## config.mk

```make
export PLATFORM = sky130hd
export DESIGN_NAME = sbha_top
export DESIGN_NICKNAME = d
export VERILOG_FILES = /design/src/verilog/sbha_pkg.sv /design/src/verilog/sbha_tick.sv /design/src/verilog/sbha_top.sv
export SDC_FILE = /design/constraint.sdc
export NUM_CORES = 1
export LEC_CHECK = 0
export BUFFER_PORTS_ARGS = -buffer_cell sky130_fd_sc_hd__buf_2
export CAP_MARGIN = 5
export CORE_ASPECT_RATIO = 1.4
export CORE_MARGIN = 2
export CORE_UTILIZATION = 50
export CTS_BUF_LIST = sky130_fd_sc_hd__clkbuf_4 sky130_fd_sc_hd__clkbuf_8 sky130_fd_sc_hd__clkbuf_16
export DETAILED_ROUTE_END_ITERATION = 7
export GPL_ROUTABILITY_DRIVEN = 0
export GPL_TIMING_DRIVEN = 0
export PLACE_DENSITY_LB_ADDON = 0.3
export SETUP_SLACK_MARGIN = 0.4
export SLEW_MARGIN = 25
export SYNTH_ARGS = -nofsm -noshare
export SYNTH_HDL_FRONTEND = slang
export SYNTH_SLANG_ARGS = --single-unit
```

## constraint.sdc

```tcl
create_clock -name clk_sys_i -period 2.1 [get_ports clk_sys_i]
set_clock_uncertainty 0.1 [all_clocks]
set_input_delay 0.21 -clock clk_sys_i [delete_from_list [all_inputs] [get_ports clk_sys_i]]
set_output_delay 0.21 -clock clk_sys_i [all_outputs]
set_load 0.03 [all_outputs]
```

## src/verilog/sbha_pkg.sv

```systemverilog
// Shared constants for the serial bus host access engine
package sbha_pkg;

  // Configuration-space byte offsets
  localparam logic [7:0] SBHA_OFF_DATA   = 8'hb0;
  localparam logic [7:0] SBHA_OFF_WORD   = 8'hb1;
  localparam logic [7:0] SBHA_OFF_TARGET = 8'hb2;
  localparam logic [7:0] SBHA_OFF_CTRL   = 8'hb3;

  // Reset values
  localparam logic [7:0] SBHA_RST_DATA   = 8'h00;
  localparam logic [7:0] SBHA_RST_WORD   = 8'h00;
  localparam logic [7:0] SBHA_RST_TARGET = 8'h00;
  localparam logic       SBHA_RST_BIT    = 1'b0;

  // Field positions
  localparam int SBHA_TGT_DIR_BIT  = 0;  // Direction, 1 = read
  localparam int SBHA_TGT_ADDR_LSB = 1;  // Target address bits 7:1
  localparam int SBHA_CTRL_MODE    = 7;  // Address mode select
  localparam int SBHA_CTRL_BUSY    = 5;  // Request busy flag
  localparam int SBHA_CTRL_FAST    = 2;  // Fast clock for test
  localparam int SBHA_CTRL_ERR     = 1;  // Bus error flag

  // Timing: figures in ns, counts derived from the system clock
  localparam int SBHA_CLK_PERIOD_NS  = 40;
  localparam int SBHA_SCL_PERIOD_NS  = 16667;
  localparam int SBHA_FAST_PERIOD_NS = 250;
  // Quarter bit periods, rounded down so the bus is never slower
  localparam int SBHA_QTR_CYC =
    SBHA_SCL_PERIOD_NS / (4 * SBHA_CLK_PERIOD_NS);
  localparam int SBHA_FAST_RAW =
    SBHA_FAST_PERIOD_NS / (4 * SBHA_CLK_PERIOD_NS);
  localparam int SBHA_FAST_QTR_CYC = (SBHA_FAST_RAW < 1) ? 1 : SBHA_FAST_RAW;

  // Bit-level engine states
  typedef enum logic [2:0] {
    SBHA_ST_IDLE  = 3'b000,
    SBHA_ST_START = 3'b001,
    SBHA_ST_TX    = 3'b010,
    SBHA_ST_RX    = 3'b011,
    SBHA_ST_ACK   = 3'b100,
    SBHA_ST_STOP  = 3'b101
  } sbha_state_type;

  // Which byte of the frame is in flight
  typedef enum logic [1:0] {
    SBHA_STEP_ADDR  = 2'b00,
    SBHA_STEP_WORD  = 2'b01,
    SBHA_STEP_RADDR = 2'b10,
    SBHA_STEP_DATA  = 2'b11
  } sbha_step_type;

endpackage : sbha_pkg

```

## src/verilog/sbha_tick.sv

```systemverilog
// Quarter-bit tick divider for the serial clock
module sbha_tick
  import sbha_pkg::*;
#(
  parameter int NORM_CYC = SBHA_QTR_CYC,      // Normal quarter period
  parameter int FAST_CYC = SBHA_FAST_QTR_CYC  // Test quarter period
) (
  input  wire logic clk_sys_i,
  input  wire logic rst_b_i,
  input  wire logic ce_i,
  input  wire logic run_i,    // Count only while a frame runs
  input  wire logic fast_i,   // Select the test rate
  output logic      tick_o    // One-cycle pulse per quarter bit
);

  // Refuse counts the 12-bit counter cannot hold
  initial begin
    if (NORM_CYC < 1 || NORM_CYC > 4095 || FAST_CYC < 1 || FAST_CYC > 4095)
      $error("sbha_tick: quarter period out of range");
  end

  localparam logic [11:0] NORM_LAST = 12'(NORM_CYC - 1);
  localparam logic [11:0] FAST_LAST = 12'(FAST_CYC - 1);

  logic [11:0] cnt_q, cnt_d;   // Cycles within the quarter
  logic [11:0] last;           // Terminal count for the rate

  // Next count; restarts whenever the engine is idle
  always_comb begin
    last   = fast_i ? FAST_LAST : NORM_LAST;
    tick_o = run_i && (cnt_q >= last);
    if (!run_i || tick_o) begin
      cnt_d = 12'h000;
    end else begin
      cnt_d = cnt_q + 12'h001;
    end
  end

  // Counter register, frozen while the clock enable is low
  always_ff @(posedge clk_sys_i) begin
    if (!rst_b_i) begin
      cnt_q <= 12'h000;
    end else if (ce_i) begin
      cnt_q <= cnt_d;
    end
  end

endmodule : sbha_tick

```

## src/verilog/sbha_top.sv

```systemverilog
// Software-launched single-byte two-wire bus access engine
// What this block does
// - Read byte lands in data register in the same cycle busy clears
// - Data and word registers reset on every reset
// - Word address selects byte inside target
// - Writing target register while idle starts one transfer
// - Target register bits 7:1 hold address, reset zero
// - Target bit 0 selects write zero, read one
// - Busy flag stays set while transfer runs
// - Failed transfer sets error flag, software clears
// - Address mode one omits the word address
module sbha_top
  import sbha_pkg::*;
(
  input  wire logic       clk_sys_i,
  input  wire logic       rst_b_i,              // Power-on reset
  input  wire logic       ce_i,                 // Freezes all state
  input  wire logic       link_reset_pin_b_i,   // Link reset pin
  input  wire logic       global_reset_pin_b_i, // Global reset pin
  input  wire logic [7:0] cfg_addr_i,           // Config byte offset
  input  wire logic       cfg_wr_i,             // Config write strobe
  input  wire logic       cfg_rd_i,             // Config read strobe
  input  wire logic [7:0] cfg_wdata_i,          // Config write data
  output logic      [7:0] cfg_rdata_o,          // Config read data
  input  wire logic       scl_i,                // Clock pin level
  output logic            scl_o,                // Clock pin drive value
  output logic            scl_oe_o,             // Clock pin pulled low
  input  wire logic       sda_i,                // Data pin level
  output logic            sda_o,                // Data pin drive value
  output logic            sda_oe_o              // Data pin pulled low
);

  // Two-flop synchronisers for pins from outside the clock domain
  logic [1:0] lrst_s_q, global_reset_pin_s_q, scl_s_q, sda_s_q;
  logic       rst_int_b;   // Combined internal reset, active low

  // First stage feeds only the second stage
  always_ff @(posedge clk_sys_i) begin
    if (!rst_b_i) begin
      lrst_s_q <= 2'b00;
      global_reset_pin_s_q <= 2'b00;
      scl_s_q  <= 2'b11;
      sda_s_q  <= 2'b11;
    end else if (ce_i) begin
      lrst_s_q <= {lrst_s_q[0], link_reset_pin_b_i};
      global_reset_pin_s_q <= {global_reset_pin_s_q[0], global_reset_pin_b_i};
      scl_s_q  <= {scl_s_q[0], scl_i};
      sda_s_q  <= {sda_s_q[0], sda_i};
    end
  end

  // Any of the three resets clears the register file and engine
  assign rst_int_b = rst_b_i && lrst_s_q[1] && global_reset_pin_s_q[1];

  // Software-visible registers
  logic [7:0] data_q, data_d;       // Data byte
  logic [7:0] word_q, word_d;       // Word address
  logic [7:0] tgt_q, tgt_d;         // Target address and direction
  logic       mode_q, mode_d;       // Address mode select
  logic       fast_q, fast_d;       // Test clock rate
  logic       err_q, err_d;         // Bus error flag
  logic [7:0] rdata_q, rdata_d;     // Registered read data

  // Engine state
  sbha_state_type st_q, st_d;
  sbha_step_type  step_q, step_d;
  logic [1:0]     ph_q, ph_d;       // Quarter within the bit
  logic [2:0]     bit_q, bit_d;     // Bit within the byte
  logic [7:0]     sh_q, sh_d;       // Shift register
  logic           scl_lo_q, scl_lo_d;
  logic           sda_lo_q, sda_lo_d;
  logic           nack_q, nack_d;   // Acknowledge missing
  logic           fail_q, fail_d;   // Frame ended in error

  logic           busy;             // Request busy flag
  logic           tick;             // Quarter-bit pulse
  logic           adv;              // Tick not held by stretching
  logic           launch;           // Software start request
  logic           is_read;          // Direction of the request
  logic           done;             // Stop finished

  assign busy    = (st_q != SBHA_ST_IDLE);
  assign is_read = tgt_q[SBHA_TGT_DIR_BIT];
  assign launch  = cfg_wr_i && (cfg_addr_i == SBHA_OFF_TARGET)
                   && !busy;

  // Quarter tick source; counts only while a frame runs
  sbha_tick #(
    .NORM_CYC (SBHA_QTR_CYC),
    .FAST_CYC (SBHA_FAST_QTR_CYC)
  ) u_tick (
    .clk_sys_i (clk_sys_i),
    .rst_b_i   (rst_int_b),
    .ce_i      (ce_i),
    .run_i     (busy),
    .fast_i    (fast_q),
    .tick_o    (tick)
  );

  // Sample quarter waits for the released clock to read high
  assign adv  = tick && !(ph_q == 2'd2 && !scl_lo_q && !scl_s_q[1]);
  assign done = adv && (st_q == SBHA_ST_STOP) && (ph_q == 2'd3);

  // Frame sequencer: start, bytes, acks, stop
  always_comb begin
    st_d     = st_q;
    step_d   = step_q;
    ph_d     = ph_q;
    bit_d    = bit_q;
    sh_d     = sh_q;
    scl_lo_d = scl_lo_q;
    sda_lo_d = sda_lo_q;
    nack_d   = nack_q;
    fail_d   = fail_q;
    if (st_q == SBHA_ST_IDLE) begin
      // Idle bus: both lines released
      scl_lo_d = 1'b0;
      sda_lo_d = 1'b0;
      if (launch) begin
        st_d   = SBHA_ST_START;
        step_d = SBHA_STEP_ADDR;
        ph_d   = 2'd0;
        fail_d = 1'b0;
      end
    end else if (adv) begin
      ph_d = ph_q + 2'd1;
      case (st_q)
        SBHA_ST_START: begin
          // Release both, then pull data low while clock high
          case (ph_q)
            2'd0:    begin sda_lo_d = 1'b0; scl_lo_d = 1'b0; end
            2'd2:    sda_lo_d = 1'b1;
            2'd3:    begin
              scl_lo_d = 1'b1;
              st_d     = SBHA_ST_TX;
              bit_d    = 3'd0;
              // Word mode sends a write address first, then reads
              // after a repeated start
              if (step_q == SBHA_STEP_RADDR) begin
                sh_d = {tgt_q[7:SBHA_TGT_ADDR_LSB], 1'b1};
              end else if (mode_q) begin
                sh_d = tgt_q;
              end else begin
                sh_d = {tgt_q[7:SBHA_TGT_ADDR_LSB], 1'b0};
              end
            end
            default: ;
          endcase
        end
        SBHA_ST_TX, SBHA_ST_RX: begin
          case (ph_q)
            2'd0: begin
              scl_lo_d = 1'b1;
              // Receiving leaves data released for the target
              sda_lo_d = (st_q == SBHA_ST_TX) ? !sh_q[7] : 1'b0;
            end
            2'd1: scl_lo_d = 1'b0;
            2'd2: sh_d = {sh_q[6:0], sda_s_q[1]};
            default: begin
              scl_lo_d = 1'b1;
              bit_d    = bit_q + 3'd1;
              if (bit_q == 3'd7) begin
                st_d = SBHA_ST_ACK;
              end
            end
          endcase
        end
        SBHA_ST_ACK: begin
          case (ph_q)
            // Released data is a wait for ack, or the host's nack
            // that ends a read
            2'd0:    begin scl_lo_d = 1'b1; sda_lo_d = 1'b0; end
            2'd1:    scl_lo_d = 1'b0;
            2'd2:    nack_d = sda_s_q[1];
            default: begin
              scl_lo_d = 1'b1;
              bit_d    = 3'd0;
              if (nack_q && step_q != SBHA_STEP_DATA) begin
                fail_d = 1'b1;
                st_d   = SBHA_ST_STOP;
              end else if (step_q == SBHA_STEP_DATA) begin
                fail_d = nack_q && !is_read;
                st_d   = SBHA_ST_STOP;
              end else if (step_q == SBHA_STEP_ADDR && !mode_q) begin
                step_d = SBHA_STEP_WORD;
                st_d   = SBHA_ST_TX;
                sh_d   = word_q;
              end else if (step_q == SBHA_STEP_WORD && is_read) begin
                step_d = SBHA_STEP_RADDR;
                st_d   = SBHA_ST_START;
              end else begin
                step_d = SBHA_STEP_DATA;
                st_d   = is_read ? SBHA_ST_RX : SBHA_ST_TX;
                sh_d   = data_q;
              end
            end
          endcase
        end
        SBHA_ST_STOP: begin
          // Data low under low clock, raise clock, then data
          case (ph_q)
            2'd0:    begin scl_lo_d = 1'b1; sda_lo_d = 1'b1; end
            2'd1:    scl_lo_d = 1'b0;
            2'd2:    sda_lo_d = 1'b0;
            default: st_d = SBHA_ST_IDLE;
          endcase
        end
        default: st_d = SBHA_ST_IDLE;
      endcase
    end
  end

  // Engine registers
  always_ff @(posedge clk_sys_i) begin
    if (!rst_int_b) begin
      st_q     <= SBHA_ST_IDLE;
      step_q   <= SBHA_STEP_ADDR;
      ph_q     <= 2'd0;
      bit_q    <= 3'd0;
      sh_q     <= 8'h00;
      scl_lo_q <= 1'b0;
      sda_lo_q <= 1'b0;
      nack_q   <= 1'b0;
      fail_q   <= 1'b0;
    end else if (ce_i) begin
      st_q     <= st_d;
      step_q   <= step_d;
      ph_q     <= ph_d;
      bit_q    <= bit_d;
      sh_q     <= sh_d;
      scl_lo_q <= scl_lo_d;
      sda_lo_q <= sda_lo_d;
      nack_q   <= nack_d;
      fail_q   <= fail_d;
    end
  end

  // Register file: software writes, engine deposits, reads
  always_comb begin
    data_d  = data_q;
    word_d  = word_q;
    tgt_d   = tgt_q;
    mode_d  = mode_q;
    fast_d  = fast_q;
    err_d   = err_q;
    rdata_d = rdata_q;
    if (cfg_wr_i) begin
      case (cfg_addr_i)
        SBHA_OFF_DATA: data_d = cfg_wdata_i;
        SBHA_OFF_WORD: word_d = cfg_wdata_i;
        // Target writes while busy are dropped; data, word and control writes still land
        SBHA_OFF_TARGET: if (!busy) tgt_d = cfg_wdata_i;
        SBHA_OFF_CTRL: begin
          mode_d = cfg_wdata_i[SBHA_CTRL_MODE];
          fast_d = cfg_wdata_i[SBHA_CTRL_FAST];
          // Writing one clears the error flag
          if (cfg_wdata_i[SBHA_CTRL_ERR]) err_d = 1'b0;
        end
        default: ;
      endcase
    end
    // Engine events override a clear in the same cycle
    if (done) begin
      if (fail_q) begin
        err_d = 1'b1;
      end else if (is_read) begin
        data_d = sh_q;
      end
    end
    if (cfg_rd_i) begin
      case (cfg_addr_i)
        SBHA_OFF_DATA:   rdata_d = data_q;
        SBHA_OFF_WORD:   rdata_d = word_q;
        SBHA_OFF_TARGET: rdata_d = tgt_q;
        SBHA_OFF_CTRL:   rdata_d = {mode_q, 1'b0, busy, 2'b00,
                                    fast_q, err_q, 1'b0};
        default:         rdata_d = 8'h00;
      endcase
    end
  end

  // Register file storage
  always_ff @(posedge clk_sys_i) begin
    if (!rst_int_b) begin
      data_q  <= SBHA_RST_DATA;
      word_q  <= SBHA_RST_WORD;
      tgt_q   <= SBHA_RST_TARGET;
      mode_q  <= SBHA_RST_BIT;
      fast_q  <= SBHA_RST_BIT;
      err_q   <= SBHA_RST_BIT;
      rdata_q <= 8'h00;
    end else if (ce_i) begin
      data_q  <= data_d;
      word_q  <= word_d;
      tgt_q   <= tgt_d;
      mode_q  <= mode_d;
      fast_q  <= fast_d;
      err_q   <= err_d;
      rdata_q <= rdata_d;
    end
  end

  // Open-drain pins: drive low only, straight from flip-flops
  assign cfg_rdata_o = rdata_q;
  assign scl_o       = 1'b0;
  assign sda_o       = 1'b0;
  assign scl_oe_o    = scl_lo_q;
  assign sda_oe_o    = sda_lo_q;

endmodule : sbha_top

```

* Word level (Yosys, flattened, before mapping)
Index checks and enable logic that the tools add are counted.
** Operators by class
- $add $sub $neg :: 3
- $lt $le $gt $ge :: 1
- Eq/ne operators :: 40
- Multiplexer cells :: 72
- Bitwise operators :: 2
- Reduce and logical (&&, ||, !) cells :: 48
** Operator list (count)
- 8-bit two-way mux :: 12
- 3-bit two-way mux :: 12
- 8-bit equality test (second input constant) :: 4
- 8-bit case mux with 4 select lines :: 1
- 2-bit two-way mux :: 12
- 8-bit case mux with 3 select lines :: 1
- 1-bit two-way mux :: 23
- 3-bit inequality test (second input constant) :: 7
- 7-bit AND reduction :: 3
- 2-bit inequality test (second input constant) :: 10
- 1-bit logical AND :: 14
- 12-bit by 1-bit adder with 12-bit output (second input constant) :: 1
- 12-bit >= comparator :: 1
- 12-bit two-way mux :: 1
- 3-bit case mux with 4 select lines :: 1
- 6-bit AND reduction :: 2
- 1-bit case mux with 2 select lines :: 5
- 10-bit AND reduction :: 1
- 3-bit equality test (second input constant) :: 3
- 3-bit case mux with 3 select lines :: 1
- 3-bit AND reduction :: 3
- 3-bit nonzero test :: 3
- 2-bit equality test (second input constant) :: 4
- 4-bit inequality test (second input constant) :: 2
- 26 further kinds :: 39
** Storage, ports and cells
- Register bits after elaboration :: 77
- Bits of input ports :: 25
- Output and inout port bits :: 12
- Logic and storage cells :: 187

* Longest topological paths before layout
- Word-level depth :: 10
- Gate-level depth with buffers :: 9
- Mapped depth without buffers :: 7

* By module
A second synthesis with hierarchy kept.
** Unflattened totals
- Cell total of the unflattened synthesis :: 529
- Area, all modules :: 4658.2 um2
** By module, submodules not included
- sbha_top :: times used 1, cells each 426, area each 3776.1 um2, seq. area each 1301.2 um2
- sbha_tick :: times used 1, cells each 103, area each 882.1 um2, seq. area each 240.2 um2

* Least setup slack after synthesis
OpenSTA, ideal clock, no wires.
- Path type :: reg2reg
- Start :: register ph_q[0]
- End :: register step_q[0]
- Setup time :: 72 ps
- Data arrival time :: 1996 ps
- Data required time :: 1928 ps
- Path slack :: -68 ps
- Cell stages (with the launch flop) :: 9
- Path buffers :: 1
- Clock period less this slack :: 2168 ps
- Cells stage by stage :: dfxtp_1 -> inv_1 -> ha_1 -> or3b_1 -> clkbuf_2 -> nand3_1 -> a2111o_1 -> o21ai_0 -> mux2i_1
** Between the ends
- Cells in the longest elaborated chain, start to end :: 7
- Elaborated cells between the ends (all ways) :: 11
- Classes of those cells :: 3 x eq/ne; 8 x reduce/logical
** Ends and longest elaborated chain
- from (decl) :: RTL line sbha_top.sv:67 : logic [1:0] ph_q, ph_d;
- from (signal assigned) :: RTL line sbha_top.sv:228 : ph_q <= ph_d;
- 2-bit equality test :: RTL line sbha_top.sv:101, sbha_top.sv:169
- 1-bit logical AND (2 in series) :: RTL line sbha_top.sv:101 : assign adv = tick && !(ph_q == 2'd2 && !scl_lo_q && !scl_s_q[1]);
- 1-bit zero test :: RTL line sbha_top.sv:101
- 1-bit logical AND :: RTL line sbha_top.sv:101
- 2-bit nonzero test (no line)
- 7-bit AND reduction (no line) (*)
- to (signal assigned) :: RTL line sbha_top.sv:227 : step_q <= step_d;
- to (decl) :: RTL line sbha_top.sv:66 : sbha_step_type step_q, step_d;
Mark *: on every way between the ends. The rest lies on a longest branch, timed or not.
A chain may end at the register's enable or synchronous reset.

* Final worst setup path
- Start :: register ph_q[0]
- End :: register sda_lo_q, in the netlist sda_oe_o
** Between the ends
- Cells in the longest elaborated chain, start to end :: 7
- Elaborated cells between the ends (all ways) :: 17
- Classes of those cells :: 5 x eq/ne; 5 x mux; 7 x reduce/logical
** Ends and longest elaborated chain
- branches (longest 7 deep; another with 1-bit case mux with 4 select lines)
- to (signal assigned) :: RTL line sbha_top.sv:232 : sda_lo_q <= sda_lo_d;
- to (decl) :: RTL line sbha_top.sv:71 : logic sda_lo_q, sda_lo_d;
Several ways; the timed one is not identified. The select of a mux whose other input is x is not followed.

==> flow_summary.rst <==
.. list-table::
   :header-rows: 1

   * - Metric
     - Value
   * - Congestion Overflow GR
     - 0
   * - Status
     - finished, final reports clean
   * - Leakage component of the power
     - 2.23 nW
   * - # nets final
     - 649
   * - Average instance area after synthesis
     - 8.09 µm²
   * - Commonest cells after routing, fill and taps aside
     - nand2_1 (75), dfxtp_1 (68), mux2i_1 (46), nor2_1 (41), buf_2 (36)
   * - Horizontal extent of the die
     - 82.6 µm
   * - Transition time at the pin with the least slew margin
     - 873 ps
   * - Routed via count divided by cell count
     - 6.29
   * - Worst setup path start
     - ph_q[0]$_SDFFE_PN0P_
   * - Ant. Diodes
     - 0
   * - Cells taking the most area after synthesis
     - dfxtp_1 (36%), mux2i_1 (11%), nand2_1 (7.4%)
   * - Endpoint of the worst-slack reg-to-reg timing path
     - sda_oe_o$_SDFFE_PN0P_
   * - Kind of capture point of the worst setup path
     - flip-flop
   * - Count of different cell masters after synthesis
     - 53
   * - Fmax
     - 491 MHz
   * - Reg2Reg Depth
     - 8
   * - Register clock-pin slew on the reported worst setup and hold paths
     - 60 ps
   * - Final setup vio count
     - 0
   * - Relative slew slack
     - 41.3%
   * - Shortest period the worst path allows
     - 2040 ps
   * - Starting density of the core
     - 50.8%
   * - H-tree level count
     - 3
   * - Path class of the lowest-slack min-delay path
     - input port to flip-flop
   * - Final Hold Vio Count
     - 0
   * - Max capacitance violation total
     - 0
   * - Largest area contributor in the synthesized netlist
     - dfxtp_1
   * - Number of cells after detailed placement
     - 673
   * - Routed wire length
     - 14.4 mm
   * - Final std cell area, no fill
     - 5760 µm²
   * - Total clock buffers created by CTS
     - 9
   * - Layout Cells excl Fill
     - 722
   * - CTS Root Buffer Type
     - clkbuf_16
   * - Cells after synthesis
     - 534
   * - CTS max path bufs
     - 2
   * - Max IR drop VDD
     - 0.422 mV
   * - HPWL after detailed placement
     - 9.03 mm
   * - Critical path arrival
     - 2170 ps
   * - Share of async-settable or async-resettable flops after synthesis
     - 0%
   * - Placed Area
     - 4760 µm²
   * - DR pass1 iterations
     - 5
   * - Top_reg_cell synth
     - dfxtp_1
   * - Data required time of the worst path
     - 2230 ps
   * - Mean routed wirelength per cell
     - 20.0 µm
   * - Final Power
     - 3.33 mW
   * - Die height
     - 114 µm
   * - Number of buffer cells added on primary ports
     - 33
   * - Maximum fanout along the worst path
     - 7
   * - Largest net degree at the start of global routing
     - 14
   * - Number of global-route vias before repair
     - 4428
   * - Synth Warn #
     - 0
   * - RSZ-0062 raised after global routing
     - yes
   * - Syn Std Cell Area
     - 4320 µm²
   * - Sinks on Clock Net
     - 77
   * - Startpoint of the most critical register-to-register path
     - ph_q[0]$_SDFFE_PN0P_
   * - TritonCTS clock tree
     - yes
   * - Share of the clock period used by the worst path
     - 97.0%
   * - Antenna violation net count after detailed routing
     - 0
   * - Seq cells post-synth
     - 77
   * - Top-level I/O count
     - 37
   * - DR iter-0 viols
     - 389
   * - Fraction of the yosys area taken by sequential cells
     - 35.7%
   * - Vias after detailed routing
     - 4542
   * - Post-route core utilization
     - 67.7%
   * - Overall track demand over capacity in global routing
     - 30.0%
   * - Worst setup endpoint
     - sda_oe_o$_SDFFE_PN0P_
   * - Type of element launching the critical path
     - flip-flop
   * - Total negative slack
     - 0 ps
   * - Placeable core area
     - 8510 µm²
   * - Share of post-route cells with drive strength above 1
     - 29.0%
   * - Type of the worst setup path
     - flip-flop to flip-flop
   * - Area Growth Syn to Fin
     - 33.3%
   * - Number of remaining DRC errors
     - 0
   * - Standard-cell row count
     - 40
   * - Leading cell type in the layout, fill and taps excluded
     - nand2_1
   * - Total Die Area
     - 9410 µm²
   * - Final max-slew violation count
     - 0
   * - Total power divided by cell area
     - 578 nW/µm²
   * - Area share of the largest cell type after synthesis
     - 35.7%
   * - Wire length of the first global-routing pass
     - 21.2 mm
   * - Worst reg2reg setup slack
     - 60 ps
   * - Post-synth EDFFs
     - 0
   * - Clk_lat worst skew
     - 350 ps
   * - Initial antenna violation count
     - 0
logic make-up after synthesis:
logic type	Yosys count	share of synthesized area [%]
AND/OR/NAND/NOR	237	26.8
AO/OA/AOI/OAI	99	14.3
flip-flops	77	35.7
multiplexers	50	12.7
buffers and inverters	48	4.89
adder cells (fa/ha/maj)	12	3.47
XOR/XNOR	10	2.03
other	1	0.0868
per-stage QoR:
step | setup WS [ps] | hold slack, ps
2_1_floorplan | 250 | 238
3_3_place_gp | -83.7 | 326
3_5_place_dp | -109 | 331
4_1_cts | 123 | 19.4
5_1_grt | -44.9 | 32.8
6_report | 62.1 | 34.8
sequential cells by signal, indices dropped and copies added (netlist names), 3 cells and up:
| register | count |
|---|---|
| u_tick.cnt_q | 12 |
| cfg_rdata_o | 8 |
| bit_q | 3 |
| word_q | 8 |
| st_q | 3 |
| sh_q | 8 |
| tgt_q | 8 |
| data_q | 8 |
repair_timing:
item                                   4_1_cts  5_1_grt
setup endpoints to repair                   69       65
endpoints found under the hold margin        2        0
resized for setup                           39       52
hold buffers                                 2        0
buffers inserted                            16       11
pin swaps                                   16       18
gates cloned                                 3        1
cell type report:
| class | count | area (µm²) |
|---|---|---|
| Buffer | 37 | 270 |
| Tap cell | 105 | 131 |
| Inverter | 11 | 43.8 |
| Multi-Input combinational cell | 410 | 2940 |
| Clock inverter | 5 | 83.8 |
| Sequential cell | 77 | 1560 |
| Fill cell | 667 | 2750 |
| Clock buffer | 11 | 246 |
| Timing Repair Buffer | 66 | 487 |
synth_stat cells, drive strengths merged, types with 12 or more instances:
library cell / count
nand3: 32
clkbuf: 25
buf: 12
a21oi: 25
o21ai: 28
a31oi: 15
nand2: 85
nor2: 45
and3: 20
dfxtp: 77
ha: 12
mux2i: 46
power breakdown:
| part | switching, mW | internal, mW | total, mW |
|---|---|---|---|
| Sequential | 0.00421 | 1.46 | 1.47 |
| Clock | 0.649 | 1.09 | 1.74 |
| Combinational | 0.0744 | 0.0510 | 0.125 |
| Total | 0.728 | 2.60 | 3.33 |
worst min path at each step:
stage                              start                              endpoint  cells past startpoint
floorplan                          scl_i               scl_s_q[0]$_SDFFE_PN1P_                      2
global placement                   sda_i               sda_s_q[0]$_SDFFE_PN1P_                      3
detailed placement                 sda_i               sda_s_q[0]$_SDFFE_PN1P_                      3
CTS                       cfg_wdata_i[4]                word_q[4]$_SDFFE_PN0P_                      3
global route              cfg_wdata_i[1]                 tgt_q[1]$_SDFFE_PN0P_                      3
finish              global_reset_pin_b_i  global_reset_pin_s_q[0]$_SDFFE_PN0P_                      3
routing by layer:
layer | part of all wire (%) | up-vias | global-route usage (%) | wire [µm]
met4 | 7.0 | 0 | 24.3 | 1010
li1 | - | 2058 | - | -
met2 | 49 | 253 | 49.3 | 7100
met5 | 0 | - | 0 | 0
met3 | 7.1 | 82 | 6.57 | 1020
met1 | 37 | 2149 | 31.9 | 5290
critical path: stages (launching register included):
cell	delay [ps]
dfxtp_4	360
inv_2	90
ha_4	130
or3b_4	370
buf_8	150
buf_4	150
a31oi_1	280
a211oi_2	140
mux2i_1	140
No activity file was read; power rests on OpenSTA's default activity.
